### src/rtl/ccs_pkg.sv
`default_nettype none
package ccs_pkg;
	localparam int ADDR_W = 10;
	localparam int DATA_W = 16;
	localparam int PINS = 14;
	localparam int STAGES = 12;
	localparam int ROUTE_W = 2 * PINS;
	localparam int TRIM_W = 7;

	localparam logic [9:0] ADR_CONTROL    = 10'h000;
	localparam logic [9:0] ADR_SEQ_CFG    = 10'h001;
	localparam logic [9:0] ADR_CAL_EN     = 10'h002;
	localparam logic [9:0] ADR_STATUS     = 10'h003;
	localparam logic [9:0] ADR_BTN_UP     = 10'h004;
	localparam logic [9:0] ADR_THR_HIGH   = 10'h005;
	localparam logic [9:0] ADR_THR_LOW    = 10'h006;
	localparam logic [9:0] ADR_BTN_DOWN   = 10'h007;
	localparam logic [4:0] ADR_ROUTE_PAGE = 5'h02;
	localparam logic [5:0] ADR_TRIM_PAGE  = 6'h06;
	localparam logic [5:0] ADR_RES_PAGE   = 6'h07;

	localparam int CTL_MODE_LSB  = 0;
	localparam int CTL_DELAY_LSB = 2;
	localparam int CTL_DEC_LSB   = 8;
	localparam int SEQ_LAST_LSB  = 0;
	localparam int SEQ_SKIP_LSB  = 4;
	localparam int TRIM_PLUS_LSB = 0;
	localparam int TRIM_PLUS_SW  = 7;
	localparam int TRIM_MINUS_LSB = 8;
	localparam int TRIM_MINUS_SW = 15;

	localparam logic [1:0] MODE_FULL = 2'h0;
	localparam logic [1:0] MODE_LOW  = 2'h2;
	localparam logic [1:0] DEC_256   = 2'h0;
	localparam logic [1:0] DEC_128   = 2'h1;
	localparam logic [7:0] DEC_LAST_256 = 8'hFF;
	localparam logic [7:0] DEC_LAST_128 = 8'h7F;
	localparam logic [7:0] DEC_LAST_64  = 8'h3F;
	localparam logic [3:0] DEC_SHIFT_256 = 4'h8;
	localparam logic [3:0] DEC_SHIFT_128 = 4'h7;
	localparam logic [3:0] DEC_SHIFT_64  = 4'h6;

	localparam logic [1:0] ROUTE_FLOAT = 2'h0;
	localparam logic [1:0] ROUTE_NEG   = 2'h1;
	localparam logic [1:0] ROUTE_POS   = 2'h2;
	localparam logic [1:0] ROUTE_GUARD = 2'h3;
	localparam logic [3:0] LAST_STAGE_MAX = 4'hB;

	localparam int CLK_HZ = 200_000_000;
	localparam int MOD_HZ = 240_000;
	localparam int MOD_DIV = CLK_HZ / MOD_HZ;
	localparam logic [9:0] MOD_DIV_LAST = 10'(MOD_DIV - 1);
	localparam int CYCLES_PER_MS = CLK_HZ / 1000;
	localparam int LP_DELAY_STEP_MS = 100;
	localparam int TOUCH_PERIOD_MS = 40;

	typedef enum logic [3:0] {
		S_OFF   = 4'h1,
		S_IDLE  = 4'h2,
		S_CONV  = 4'h4,
		S_SLEEP = 4'h8
	} ccs_state_t;

	function automatic logic [7:0] ccs_dec_last(input logic [1:0] code);
		case (code)
			DEC_256: return DEC_LAST_256;
			DEC_128: return DEC_LAST_128;
			default: return DEC_LAST_64;
		endcase
	endfunction

	function automatic logic [3:0] ccs_dec_shift(input logic [1:0] code);
		case (code)
			DEC_256: return DEC_SHIFT_256;
			DEC_128: return DEC_SHIFT_128;
			default: return DEC_SHIFT_64;
		endcase
	endfunction
endpackage
`default_nettype wire

### src/rtl/ccs_sequencer.sv
// Implementation choice: the address-and-strobe port.
`default_nettype none
module ccs_sequencer #(
	parameter int unsigned LP_STEP_CYCLES =
		ccs_pkg::LP_DELAY_STEP_MS * ccs_pkg::CYCLES_PER_MS,
	parameter int unsigned TOUCH_CYCLES =
		ccs_pkg::TOUCH_PERIOD_MS * ccs_pkg::CYCLES_PER_MS
) (
	input  wire logic                        clock,
	input  wire logic                        rst,
	input  wire logic [ccs_pkg::ADDR_W-1:0]  regAddr,
	input  wire logic [ccs_pkg::DATA_W-1:0]  regWrData,
	input  wire logic                        regWrite,
	input  wire logic                        regRead,
	output logic      [ccs_pkg::DATA_W-1:0]  regRdData,
	input  wire logic [15:0]                 modSample,
	output logic                             modSampleStrobe,
	output logic      [ccs_pkg::PINS-1:0]    pinToNeg,
	output logic      [ccs_pkg::PINS-1:0]    pinToPos,
	output logic      [ccs_pkg::PINS-1:0]    pinToGuard,
	output logic      [ccs_pkg::TRIM_W-1:0]  plusTrim,
	output logic                             plusToNegInput,
	output logic      [ccs_pkg::TRIM_W-1:0]  minusTrim,
	output logic                             minusToPosInput,
	output logic      [3:0]                  stageActive,
	output logic                             converting,
	output logic                             resultValid,
	output logic      [15:0]                 resultData,
	output logic      [3:0]                  resultStage,
	output logic                             ffEnter,
	output logic      [15:0]                 ffData,
	output logic      [ccs_pkg::STAGES-1:0]  buttonUp,
	output logic      [ccs_pkg::STAGES-1:0]  buttonDown
);
	import ccs_pkg::*;

	logic [1:0]          modeR;
	logic [1:0]          delayR;
	logic [1:0]          decR;
	logic [3:0]          lastCfgR;
	logic [3:0]          skipR;
	logic [STAGES-1:0]   calEnR;
	logic [15:0]         thrHighR;
	logic [15:0]         thrLowR;
	logic [ROUTE_W-1:0]  routeMem [STAGES];
	logic [15:0]         trimMem [STAGES];
	logic [15:0]         resultMem [STAGES];

	ccs_state_t          state_r;
	logic [3:0]          stage_r;
	logic [3:0]          seqCnt_r;
	logic                decStart_r;
	logic [31:0]         waitCnt_r;
	logic [31:0]         elapsed_r;
	logic [9:0]          divCnt_r;
	logic [ROUTE_W-1:0]  pinSel_r;

	logic                shutdown;
	logic                lowPower;
	logic [3:0]          lastStage;
	logic                touched;
	logic [31:0]         delayCycles;
	logic                decDone;
	logic [15:0]         decAvg;
	logic [ROUTE_W-1:0]  curRoute;
	logic [15:0]         curTrim;
	logic                wakeNow;
	logic                routeHit;
	logic                trimHit;
	logic                resHit;
	logic [3:0]          rdIdx;

	assign shutdown = modeR[0];
	assign lowPower = (modeR == MODE_LOW);
	// out-of-range last stage clamps to twelve stages
	assign lastStage = (lastCfgR > LAST_STAGE_MAX) ? LAST_STAGE_MAX : lastCfgR;
	assign touched = (|buttonUp) | (|buttonDown);
	// delay is (code + 1) steps of 100 ms
	assign delayCycles = 32'(({30'h0, delayR} + 32'h1) * LP_STEP_CYCLES);
	assign curRoute = routeMem[stage_r];
	assign curTrim = trimMem[stage_r];
	assign routeHit = (regAddr[9:5] == ADR_ROUTE_PAGE)
		&& (regAddr[4:1] <= LAST_STAGE_MAX);
	assign trimHit = (regAddr[9:4] == ADR_TRIM_PAGE)
		&& (regAddr[3:0] <= LAST_STAGE_MAX);
	assign resHit = (regAddr[9:4] == ADR_RES_PAGE)
		&& (regAddr[3:0] <= LAST_STAGE_MAX);
	assign rdIdx = regAddr[3:0];

	always_ff @(posedge clock) begin
		if (rst) begin
			divCnt_r <= 10'h000;
			modSampleStrobe <= 1'b0;
		end else begin
			modSampleStrobe <= (divCnt_r == MOD_DIV_LAST);
			divCnt_r <= (divCnt_r == MOD_DIV_LAST) ? 10'h000
				: divCnt_r + 10'h001;
		end
	end

	// mode, delay and decimation fields, reset to full power
	always_ff @(posedge clock) begin
		if (rst) begin
			modeR <= MODE_FULL;
			delayR <= 2'h0;
			decR <= DEC_256;
			lastCfgR <= 4'h0;
			skipR <= 4'h0;
			calEnR <= '0;
			thrHighR <= 16'hFFFF;
			thrLowR <= 16'h0000;
		end else if (regWrite) begin
			case (regAddr)
				ADR_CONTROL: begin
					modeR <= regWrData[CTL_MODE_LSB +: 2];
					delayR <= regWrData[CTL_DELAY_LSB +: 2];
					decR <= regWrData[CTL_DEC_LSB +: 2];
				end
				ADR_SEQ_CFG: begin
					lastCfgR <= regWrData[SEQ_LAST_LSB +: 4];
					skipR <= regWrData[SEQ_SKIP_LSB +: 4];
				end
				ADR_CAL_EN: calEnR <= regWrData[STAGES-1:0];
				ADR_THR_HIGH: thrHighR <= regWrData;
				ADR_THR_LOW: thrLowR <= regWrData;
				default: ;
			endcase
		end
	end

	// two-bit field per pin, two words per stage
	always_ff @(posedge clock) begin
		if (rst) begin
			for (int s = 0; s < STAGES; s++) begin
				routeMem[s] <= '0;
				trimMem[s] <= 16'h0000;
			end
		end else if (regWrite) begin
			if (routeHit && !regAddr[0])
				routeMem[regAddr[4:1]][15:0] <= regWrData;
			if (routeHit && regAddr[0])
				routeMem[regAddr[4:1]][ROUTE_W-1:16] <= regWrData[ROUTE_W-17:0];
			if (trimHit)
				trimMem[regAddr[3:0]] <= regWrData;
		end
	end

	always_ff @(posedge clock) begin
		if (rst) begin
			regRdData <= 16'h0000;
		end else if (regRead) begin
			regRdData <= 16'h0000;
			if (routeHit && !regAddr[0])
				regRdData <= routeMem[regAddr[4:1]][15:0];
			else if (routeHit)
				regRdData <= {4'h0, routeMem[regAddr[4:1]][ROUTE_W-1:16]};
			else if (trimHit)
				regRdData <= trimMem[rdIdx];
			else if (resHit)
				regRdData <= resultMem[rdIdx];
			else begin
				case (regAddr)
					ADR_CONTROL: regRdData <= {6'h00, decR, 4'h0, delayR, modeR};
					ADR_SEQ_CFG: regRdData <= {8'h00, skipR, lastCfgR};
					ADR_CAL_EN: regRdData <= {4'h0, calEnR};
					ADR_STATUS: regRdData <= {8'h00, touched, state_r[3],
						state_r[0], converting, stage_r};
					ADR_BTN_UP: regRdData <= {4'h0, buttonUp};
					ADR_BTN_DOWN: regRdData <= {4'h0, buttonDown};
					ADR_THR_HIGH: regRdData <= thrHighR;
					ADR_THR_LOW: regRdData <= thrLowR;
					default: regRdData <= 16'h0000;
				endcase
			end
		end else begin
			regRdData <= 16'h0000;
		end
	end

	// touched wakes 40 ms after the last measurement began
	// idle wake after measurement plus delay
	assign wakeNow = touched ? (elapsed_r >= 32'(TOUCH_CYCLES - 1))
		: (waitCnt_r >= delayCycles - 32'h1);

	// stages run in order from the sequence start
	always_ff @(posedge clock) begin
		decStart_r <= 1'b0;
		if (rst) begin
			state_r <= S_IDLE;
			stage_r <= 4'h0;
			seqCnt_r <= 4'h0;
			waitCnt_r <= 32'h0;
			elapsed_r <= 32'h0;
		end else begin
			case (state_r)
				S_OFF: begin
					if (!shutdown)
						state_r <= S_IDLE;
				end
				S_IDLE: begin
					if (shutdown) begin
						state_r <= S_OFF;
					end else begin
						state_r <= S_CONV;
						stage_r <= 4'h0;
						seqCnt_r <= 4'h0;
						elapsed_r <= 32'h0;
						decStart_r <= 1'b1;
					end
				end
				S_CONV: begin
					elapsed_r <= elapsed_r + 32'h1;
					if (shutdown) begin
						state_r <= S_OFF;
					end else if (decDone) begin
						// stop at the programmed last stage
						if (stage_r < lastStage) begin
							stage_r <= stage_r + 4'h1;
							decStart_r <= 1'b1;
						end else begin
							stage_r <= 4'h0;
							if (seqCnt_r >= skipR) begin
								seqCnt_r <= 4'h0;
								if (lowPower) begin
									state_r <= S_SLEEP;
									waitCnt_r <= 32'h0;
								end else begin
									elapsed_r <= 32'h0;
									decStart_r <= 1'b1;
								end
							end else begin
								seqCnt_r <= seqCnt_r + 4'h1;
								decStart_r <= 1'b1;
							end
						end
					end
				end
				S_SLEEP: begin
					elapsed_r <= elapsed_r + 32'h1;
					waitCnt_r <= waitCnt_r + 32'h1;
					if (shutdown) begin
						state_r <= S_OFF;
					end else if (!lowPower || wakeNow) begin
						state_r <= S_IDLE;
					end
				end
				default: state_r <= S_IDLE;
			endcase
		end
	end

	ccs_decimator u_decimator (
		.clock   (clock),
		.rst     (rst),
		.start   (decStart_r),
		.tick    (modSampleStrobe),
		.decCode (decR),
		.sample  (modSample),
		.done    (decDone),
		.average (decAvg)
	);

	// apply the converting stage's routing, float otherwise
	always_ff @(posedge clock) begin
		if (rst) begin
			pinSel_r <= '0;
			converting <= 1'b0;
			stageActive <= 4'h0;
		end else begin
			pinSel_r <= (state_r == S_CONV) ? curRoute : '0;
			converting <= (state_r == S_CONV);
			stageActive <= stage_r;
		end
	end

	// negative, positive, guard or floating per pin
	for (genvar p = 0; p < PINS; p++) begin : g_pin
		assign pinToNeg[p] = (pinSel_r[2*p +: 2] == ROUTE_NEG);
		assign pinToPos[p] = (pinSel_r[2*p +: 2] == ROUTE_POS);
		assign pinToGuard[p] = (pinSel_r[2*p +: 2] == ROUTE_GUARD);
	end

	// per-stage trims with input swap bits
	always_ff @(posedge clock) begin
		if (rst) begin
			plusTrim <= '0;
			plusToNegInput <= 1'b0;
			minusTrim <= '0;
			minusToPosInput <= 1'b0;
		end else begin
			plusTrim <= curTrim[TRIM_PLUS_LSB +: TRIM_W];
			plusToNegInput <= curTrim[TRIM_PLUS_SW];
			minusTrim <= curTrim[TRIM_MINUS_LSB +: TRIM_W];
			minusToPosInput <= curTrim[TRIM_MINUS_SW];
		end
	end

	// one result in skip+1 sequences enters the fast filter
	always_ff @(posedge clock) begin
		if (rst) begin
			resultValid <= 1'b0;
			resultData <= 16'h0000;
			resultStage <= 4'h0;
			ffEnter <= 1'b0;
			ffData <= 16'h0000;
			buttonUp <= '0;
			buttonDown <= '0;
			for (int s = 0; s < STAGES; s++)
				resultMem[s] <= 16'h0000;
		end else begin
			resultValid <= decDone && (state_r == S_CONV);
			ffEnter <= decDone && (state_r == S_CONV) && (seqCnt_r == 4'h0);
			if (decDone && state_r == S_CONV) begin
				resultData <= decAvg;
				resultStage <= stage_r;
				resultMem[stage_r] <= decAvg;
				if (seqCnt_r == 4'h0)
					ffData <= decAvg;
				// crossing both limits reports neither button
				buttonUp[stage_r] <= (decAvg > thrHighR) && !(decAvg < thrLowR);
				buttonDown[stage_r] <= (decAvg < thrLowR) && !(decAvg > thrHighR);
			end
		end
	end

	a_route_apply: assert property (@(posedge clock) disable iff (rst)
		$past(state_r == S_CONV) |-> pinSel_r == $past(curRoute))
		else $error("pin routing not taken from current stage");
	a_float_idle: assert property (@(posedge clock) disable iff (rst)
		!converting |-> (pinToNeg == '0 && pinToPos == '0 && pinToGuard == '0))
		else $error("pin connected while not converting");
	a_stage_bound: assert property (@(posedge clock) disable iff (rst)
		(state_r == S_CONV) |-> stage_r <= lastStage)
		else $error("stage beyond programmed last stage");
	a_full_wrap: assert property (@(posedge clock) disable iff (rst)
		(state_r == S_CONV && decDone && !shutdown && !lowPower
			&& stage_r == lastStage && seqCnt_r >= skipR)
		|=> (state_r == S_CONV && stage_r == 4'h0 && decStart_r))
		else $error("full power sequence did not restart at stage zero");
	a_shut_off: assert property (@(posedge clock) disable iff (rst)
		shutdown [*2] |-> state_r == S_OFF)
		else $error("shutdown mode not honoured");
	a_mod_tick: assert property (@(posedge clock) disable iff (rst)
		modSampleStrobe |=> !modSampleStrobe [*8])
		else $error("modulator strobe too frequent");
	a_pair_excl: assert property (@(posedge clock) disable iff (rst)
		(buttonUp & buttonDown) == '0)
		else $error("both buttons of a pair reported");
	a_lp_wake: assert property (@(posedge clock) disable iff (rst)
		(state_r == S_SLEEP && lowPower && !shutdown && !touched
			&& waitCnt_r >= delayCycles - 32'h1) |=> state_r == S_IDLE ##1
		state_r == S_CONV)
		else $error("low power wake missed after delay");
	a_ff_drop: assert property (@(posedge clock) disable iff (rst)
		ffEnter |-> ($past(seqCnt_r) == 4'h0 && resultValid))
		else $error("skipped result entered fast filter");
endmodule
`default_nettype wire

### src/rtl/ccs_decimator.sv
`default_nettype none
module ccs_decimator (
	input  wire logic                   clock,
	input  wire logic                   rst,
	input  wire logic                   start,
	input  wire logic                   tick,
	input  wire logic [1:0]             decCode,
	input  wire logic [15:0]            sample,
	output logic                        done,
	output logic [15:0]                 average
);
	import ccs_pkg::*;

	logic        run_r;
	logic [7:0]  cnt_r;
	logic [7:0]  last_r;
	logic [3:0]  shift_r;
	logic [23:0] acc_r;
	logic [23:0] sum;
	logic [23:0] scaled;

	assign sum = acc_r + {8'h00, sample};
	assign scaled = sum >> shift_r;

	always_ff @(posedge clock) begin
		done <= 1'b0;
		if (rst) begin
			run_r <= 1'b0;
			cnt_r <= 8'h00;
			last_r <= DEC_LAST_64;
			shift_r <= DEC_SHIFT_64;
			acc_r <= 24'h000000;
			average <= 16'h0000;
		end else if (start) begin
			// ratio latched so a mid-stage write cannot skew one result
			run_r <= 1'b1;
			cnt_r <= 8'h00;
			last_r <= ccs_dec_last(decCode);
			shift_r <= ccs_dec_shift(decCode);
			acc_r <= 24'h000000;
		end else if (run_r && tick) begin
			acc_r <= sum;
			cnt_r <= cnt_r + 8'h01;
			if (cnt_r == last_r) begin
				run_r <= 1'b0;
				done <= 1'b1;
				average <= scaled[15:0];
			end
		end
	end

	a_avg_count: assert property (@(posedge clock) disable iff (rst)
		(run_r && tick && !start && cnt_r == last_r) |=> done)
		else $error("decimator missed end of ratio");
	a_avg_early: assert property (@(posedge clock) disable iff (rst)
		done |-> $past(cnt_r) == last_r)
		else $error("decimator finished before ratio count");
endmodule
`default_nettype wire

### config.mk
export PLATFORM = sky130hd
export DESIGN_NAME = ccs_sequencer
export DESIGN_NICKNAME = d
export VERILOG_FILES = /design/src/rtl/ccs_pkg.sv /design/src/rtl/ccs_sequencer.sv /design/src/rtl/ccs_decimator.sv
export SDC_FILE = /design/constraint.sdc
export NUM_CORES = 2
export LEC_CHECK = 0
export BUFFER_PORTS_ARGS = -buffer_cell sky130_fd_sc_hd__buf_2
export CAP_MARGIN = 20
export CORE_MARGIN = 2
export CORE_UTILIZATION = 37
export DETAILED_ROUTE_END_ITERATION = 7
export PLACE_DENSITY_LB_ADDON = 0.1
export SLEW_MARGIN = 30
export SYNTH_ARGS = -nofsm -noshare
export SYNTH_HDL_FRONTEND = slang
export SYNTH_HIERARCHICAL = 1
export SYNTH_SLANG_ARGS = --single-unit
### constraint.sdc
create_clock -name clock -period 4.08 [get_ports clock]
set_input_delay 0.408 -clock clock [delete_from_list [all_inputs] [get_ports clock]]
set_output_delay 0.408 -clock clock [all_outputs]
set_load 0.1 [all_outputs]
Word level (Yosys, flattened, before mapping). Memories as Yosys holds them, arrays and structs flattened. A register that Yosys moved wholly into a read port is not among the register bits. Index checks and enable logic that the tools add are counted.

Bits of input ports: 46. Flip-flop bits (word level): 291. RAM bits: 720. Memories: 3. Word-level logic and storage cells: 265.

$lt $le $gt $ge: 11. Bitwise logic cells: 5. Add/subtract/negate cells: 9. Reduce and logical (&&, ||, !) cells: 47. Multipliers: 1. Equal/unequal tests: 72. Shift-type cells: 1. Mux-type cells: 83.

Memory list: routeMem (depth 12, bits a word 28, read ports 2, clocked after memory_dff 1, write ports 12, RTL line ccs_sequencer.sv:45) `logic [ROUTE_W-1:0] routeMem [STAGES];`; resultMem (depth 12, bits a word 16, read ports 1, clocked after memory_dff 0, write ports 12, RTL line ccs_sequencer.sv:47) `logic [15:0] resultMem [STAGES];`; trimMem (depth 12, bits a word 16, read ports 2, clocked after memory_dff 1, write ports 12, RTL line ccs_sequencer.sv:46) `logic [15:0] trimMem [STAGES];`.

Operators with widths (number): 32-bit 2-to-1 mux (11); 16-bit case mux with 8 select lines (1); 16-bit 2-to-1 mux (6); 32-bit case mux with 3 select lines (1); 4-bit 2-to-1 mux (20); 32-bit by 1-bit adder with 32-bit output (second input constant) (2); 32-bit case mux with 2 select lines (1); 2-bit == test (second input constant) (29); 10-bit by 3-bit == test with 1-bit output (second input constant) (4); 32-bit by 23-bit >= comparator with 1-bit output (second input constant) (1); 32-bit >= comparator (1); 16-bit OR reduction (2); 1-bit 2-to-1 mux (31); 2-bit by 1-bit == test with 1-bit output (second input constant) (15); 28-bit by 1-bit subtractor with 29-bit output (second input constant) (1); 28-bit 2-to-1 mux (1); 28-bit OR reduction (1); 24-bit by 16-bit adder with 24-bit output (1); 12-bit bitwise mux (2); 4-bit case mux with 2 select lines (3); 12-bit OR reduction (2); 24-bit by 4-bit >> shifter with 16-bit output (1); 10-bit by 2-bit == test with 1-bit output (second input constant) (2); 3-bit by 17-bit multiplier with 20-bit output (second input constant) (1); 48 further kinds (89).

Logic depth before layout (Yosys ltp).
Depth in word-level cells: 9. Mapped depth: 12.

By module. The synthesis kept the hierarchy.

By module, submodules not included: ccs_sequencer (area an instance 57017.2 µm², cells an instance 4157, instances 1); ccs_decimator (area an instance 3831.2 µm², cells an instance 506, instances 1).

Worst setup path before layout. No wires, ideal clock.

Path kind: reg2reg. Start: register delayR[0]. End: register state_r[3]. Setup time: 60 ps. Arrival: 3303 ps. Slack: 717 ps. Clock period less this slack: 3363 ps. Stages on the path, launching flop included: 13. Data required time: 4020 ps. Cells stage by stage: dfxtp_1 inv_1 ha_1 xnor2_1 ha_1 xor2_1 ha_1 a21oi_1 o21ai_0 a2111oi_0 o31ai_1 a221oi_1 o311a_1.

Word-level cells in the longest chain between the ends: 8.

RTL lines: start, declared (RTL line ccs_sequencer.sv:38) `logic [1:0] delayR;`; start signal, assigned (RTL line ccs_sequencer.sv:116) `delayR <= regWrData[CTL_DELAY_LSB +: 2];`; 2-bit by 1-bit adder with 3-bit output (RTL line ccs_sequencer.sv:79) `assign delayCycles = 32'(({30'h0, delayR} + 32'h1) * LP_STEP_CYCLES);`; 3-bit by 17-bit multiplier with 20-bit output (RTL line ccs_sequencer.sv:79); 28-bit by 1-bit subtractor with 29-bit output (RTL line ccs_sequencer.sv:183) `: (waitCnt_r >= delayCycles - 32'h1);`; 32-bit >= comparator (RTL line ccs_sequencer.sv:183); 1-bit 2-to-1 mux (RTL line ccs_sequencer.sv:182) `assign wakeNow = touched ? (elapsed_r >= 32'(TOUCH_CYCLES - 1))`; 1-bit logical OR (RTL line ccs_sequencer.sv:243) `end else if (!lowPower || wakeNow) begin`; 3-bit inequality test (no line); 6-bit AND reduction (no line); end signal, assigned (RTL line ccs_sequencer.sv:242) `state_r <= S_OFF;`; end signal, assigned (RTL line ccs_sequencer.sv:244) `state_r <= S_IDLE;`; end signal, assigned (RTL line ccs_sequencer.sv:247) `default: state_r <= S_IDLE;`; end, declared (RTL line ccs_sequencer.sv:49) `ccs_state_t state_r;`.

No other way between the ends. A chain may end at the register's enable or synchronous reset.

Final worst setup path.
Start: register delayR[1]. End: register state_r[1].

The elaborated chain is that of the path after synthesis.

==> summary.txt <==
Clock tree
  • TritonCTS clock tree: done
  • CTS sink count: 1223
  • Bufs on Longest Clock Path: 3
  • Root Buffer: clkbuf_16
  • Max H-tree Level: 4
  • Number of setup buffers added after CTS: 0
  • Post_cts resized: 0
  • Worst-skew pair later-pin latency: a little under 0.8 ns
  • Hold_buf cts: 1
  • TritonCTS Buffers: approximately 150
  • Clock transition at the registers of the reported paths: 0.06 ns

Power
  • Peak VDD IR: around 0.40 mV
  • Leak: approximately 25 nW
  • Clk network pwr share: 0.434
  • Pwr Density: roughly 420 mW/mm^2
  • Internal power: ~22 mW
  • Switch share: 0.249
  • Logic gate share of total power: 0.089
  • Flop pwr share: 0.477
  • Sw Pwr: about 7.4 mW

Setup path
  • Worst Setup Path Type: register to register
  • Startpoint types: register
  • RR Endpoint: state_r[1]
  • CP Max Fanout: 7
  • R2R Setup Slk: between 0.5 and 0.6 ns
  • Critical path arrival: between 4 and 5 ns
  • Worst r2r src: delayR[1]
  • Critical Path End Type: register
  • Worst R2R Path Depth: 12
  • CP required: around 4.7 ns

Global routing
  • Initial antenna violation count: 17
  • First-pass GRT wire length: 285000 um
  • GR Overflow Total: 0
  • Pin count of the biggest net entering global routing: 130
  • GRT Total Usage: 0.232
  • Number of global-route vias before repair: just under 40000

Final layout
  • Nets@finish: a little over 5000
  • Layout cell share with drive strength beyond 1: 0.214
  • Area grow syn2layout: 15.1%

Die
  • Initial Util: 0.373
  • Cell row count: 148
  • Die Ht: around 410 um
  • Core ar.: ~0.16 mm^2
  • Die Wd: a little over 400 um
  • Io pins: around 190
  • Total die area: around 0.17 mm^2

Synthesis
  • Mapped Area: just over 0.06 mm^2
  • Mapped Cells: between 4000 and 5000
  • Yosys warns: 6
  • Area leader, netlist: edfxtp_1
  • Synth cell types: 99
  • Yosys top cell area share: 0.442
  • Seq/Total Area, Yosys: 0.550
  • Post-synth EDFFs: 896
  • Count of state elements after synthesis: approximately 1200
  • FFs w/ async S/R, synth: 0
  • Mean Syn Cell Area: 13.0 um^2
  • Top cells by area, synth: edfxtp_1 44%, mux4_2 15%, dfxtp_1 11%
  • Commonest register cell after synthesis: edfxtp_1

STA
  • Final Max Slew Viols: 0
  • Final setup viols: 0
  • Layout Skew: around 0.031 ns
  • Period utilization: 0.872
  • Slew @ Worst Pin: roughly 1.1 ns
  • Hold Vio Cnt, Final: 0
  • Tmin final: 3.56 ns
  • Setup tns final: 0 ns
  • Slew Limit Headroom: 0.299
  • Unrepaired setup endpoints after global routing: no
  • Achievable clock frequency: about 0.28 GHz
  • Hold WS: around 0.048 ns

Min path
  • Hold depth: 1
  • Min-Delay Path Class: input pin to register
  • Worst hold path startpoint: regWrData[8]
  • Hold Path End: routeMem[14][8]

Route
  • DRC violations left: 0
  • Total wire length: 197000 um
  • Antenna-violating nets left: 0
  • Vias: ~41000
  • DR WL/cell: ~27 um
  • First-pass detailed-route iteration total: 5
  • Vias/cell: approximately 5.6
  • Drt initial violations: 3914

Placement
  • Gpl congestion: around 0.88
  • I/O Buffers: approximately 190
  • Detailed Place HPWL: about 130000 um

Flow run
  • Total of max-cap violations: 0

Run status
  • Outcome: finished clean
-- stage by stage --
stage	util	std cells	cell area, um^2	total power, mW	setup slack [ns]
floorplan	-	4839	61500	16.1	0.717
global placement	0.401	7004	65300	17.1	0.445
detailed placement	0.401	7004	65300	17.1	0.492
CTS	0.430	7271	70000	30.1	0.475
global route	0.430	7271	70000	30.7	0.0892
finish	0.430	7281	70000	29.7	0.522
-- synthesized netlist by cell type (8+ instances only) --
cell type	count
mux2i_1	87
nand3_1	96
o2111ai_1	24
xnor2_1	33
mux2_2	22
buf_2	67
a221o_1	11
ha_1	96
and2_1	627
a31oi_1	19
nand2b_1	16
nand2_1	305
a221oi_1	10
nor2_1	216
xor2_1	53
nor4_1	19
or3_1	10
buf_1	27
nor2b_1	50
o211ai_1	29
o21ai_0	119
and4_1	12
a22oi_1	13
o22ai_1	12
nor3b_1	8
clkbuf_1	273
nor3_1	63
and3_1	182
a21oi_1	180
dfxtp_1	327
o31ai_1	17
a2111o_1	24
a211oi_1	21
edfxtp_1	896
nand4_1	48
a21o_1	11
buf_4	15
inv_1	74
mux4_2	406
-- cell families after synthesis --
logic type | Yosys count | synth area share
compound gates | 592 | 0.0661
xor+xnor | 87 | 0.0126
fa+ha+maj | 97 | 0.0201
buf+inv | 466 | 0.0314
flops | 1223 | 0.550
mux | 515 | 0.169
other cells | 2 | 0.000123
simple gates | 1681 | 0.151
-- power by group through the flow --
stage | Sequential [mW] | Clock (mW) | Combinational, mW
3_3_place_gp | 14.4 | 0 | 2.64
3_5_place_dp | 14.4 | 0 | 2.64
4_1_cts | 14.2 | 13.2 | 2.65
2_1_floorplan | 14.4 | 0 | 1.67
6_report | 14.2 | 12.9 | 2.63
5_1_grt | 14.2 | 13.7 | 2.80
-- worst max-delay path, cell delays in order (launching register included) --
cell	delay, ns
dfxtp_1	0.45
inv_1	0.14
ha_1	0.37
xnor2_1	0.22
ha_1	0.29
xor2_1	0.17
ha_1	0.29
a21oi_1	0.12
o21ai_0	0.09
a2111oi_0	0.38
o31ai_1	0.17
a221oi_1	0.56
o31ai_1	0.16
-- registers in the layout, indices dropped and copies added, names as in the netlist, 7 cells and up --
register	count
resultData	16
thrLowR	16
plusTrim	7
buttonDown	12
u_decimator/cnt_r	8
u_decimator/acc_r	24
routeMem	448
regRdData	16
ffData	16
trimMem	256
u_decimator/average	16
pinSel_r	28
thrHighR	16
minusTrim	7
divCnt_r	10
elapsed_r	32
calEnR	12
resultMem	192
waitCnt_r	32
buttonUp	12
-- how the worst max path moves through the flow --
stage	cells after the start	slack, ns	endpoint	start
floorplan	12	0.72	state_r[3]	delayR[0]
global placement	12	0.45	state_r[1]	delayR[1]
detailed placement	12	0.49	state_r[1]	delayR[1]
CTS	12	0.48	state_r[1]	delayR[1]
global route	12	0.09	state_r[1]	delayR[1]
finish	12	0.52	state_r[1]	delayR[1]
-- cell type report --
class	instances	area (um^2)
well taps	2175	2720
diodes	10	25.0
multi-input cells	3150	26200
clock buffers	210	4180
flip-flops and latches	1223	33500
fillers	15100	92900
inverters	75	287
clock inverters	56	509
repair buffers	382	2630
-- layout by cell type, fill, tap and decap left out, types with 41 or more instances in the layout --
master,instances
nand3_1,95
clkbuf_16,151
nor2b_1,50
clkbuf_1,41
and3_1,182
and2_1,627
nand4_1,48
nor2_1,215
mux2i_1,87
nand2_1,305
edfxtp_1,896
conb_1,178
inv_1,71
xor2_1,53
mux4_2,406
buf_2,183
ha_1,94
buf_4,178
a21oi_1,178
dfxtp_1,323
nor3_1,63
o21ai_0,83
-- metal layers --
| layer | vias up | routed length (um) | share of wire | global-route usage |
|---|---|---|---|---|
| met5 | - | 69 | 0.00035 | 0 |
| met4 | 10 | 5250 | 0.027 | 0.0637 |
| met3 | 286 | 13800 | 0.070 | 0.0430 |
| met2 | 1384 | 91400 | 0.46 | 0.364 |
| met1 | 20800 | 86700 | 0.44 | 0.331 |
| li1 | 18100 | - | - | - |
No activity file was read; power rests on OpenSTA's default activity.
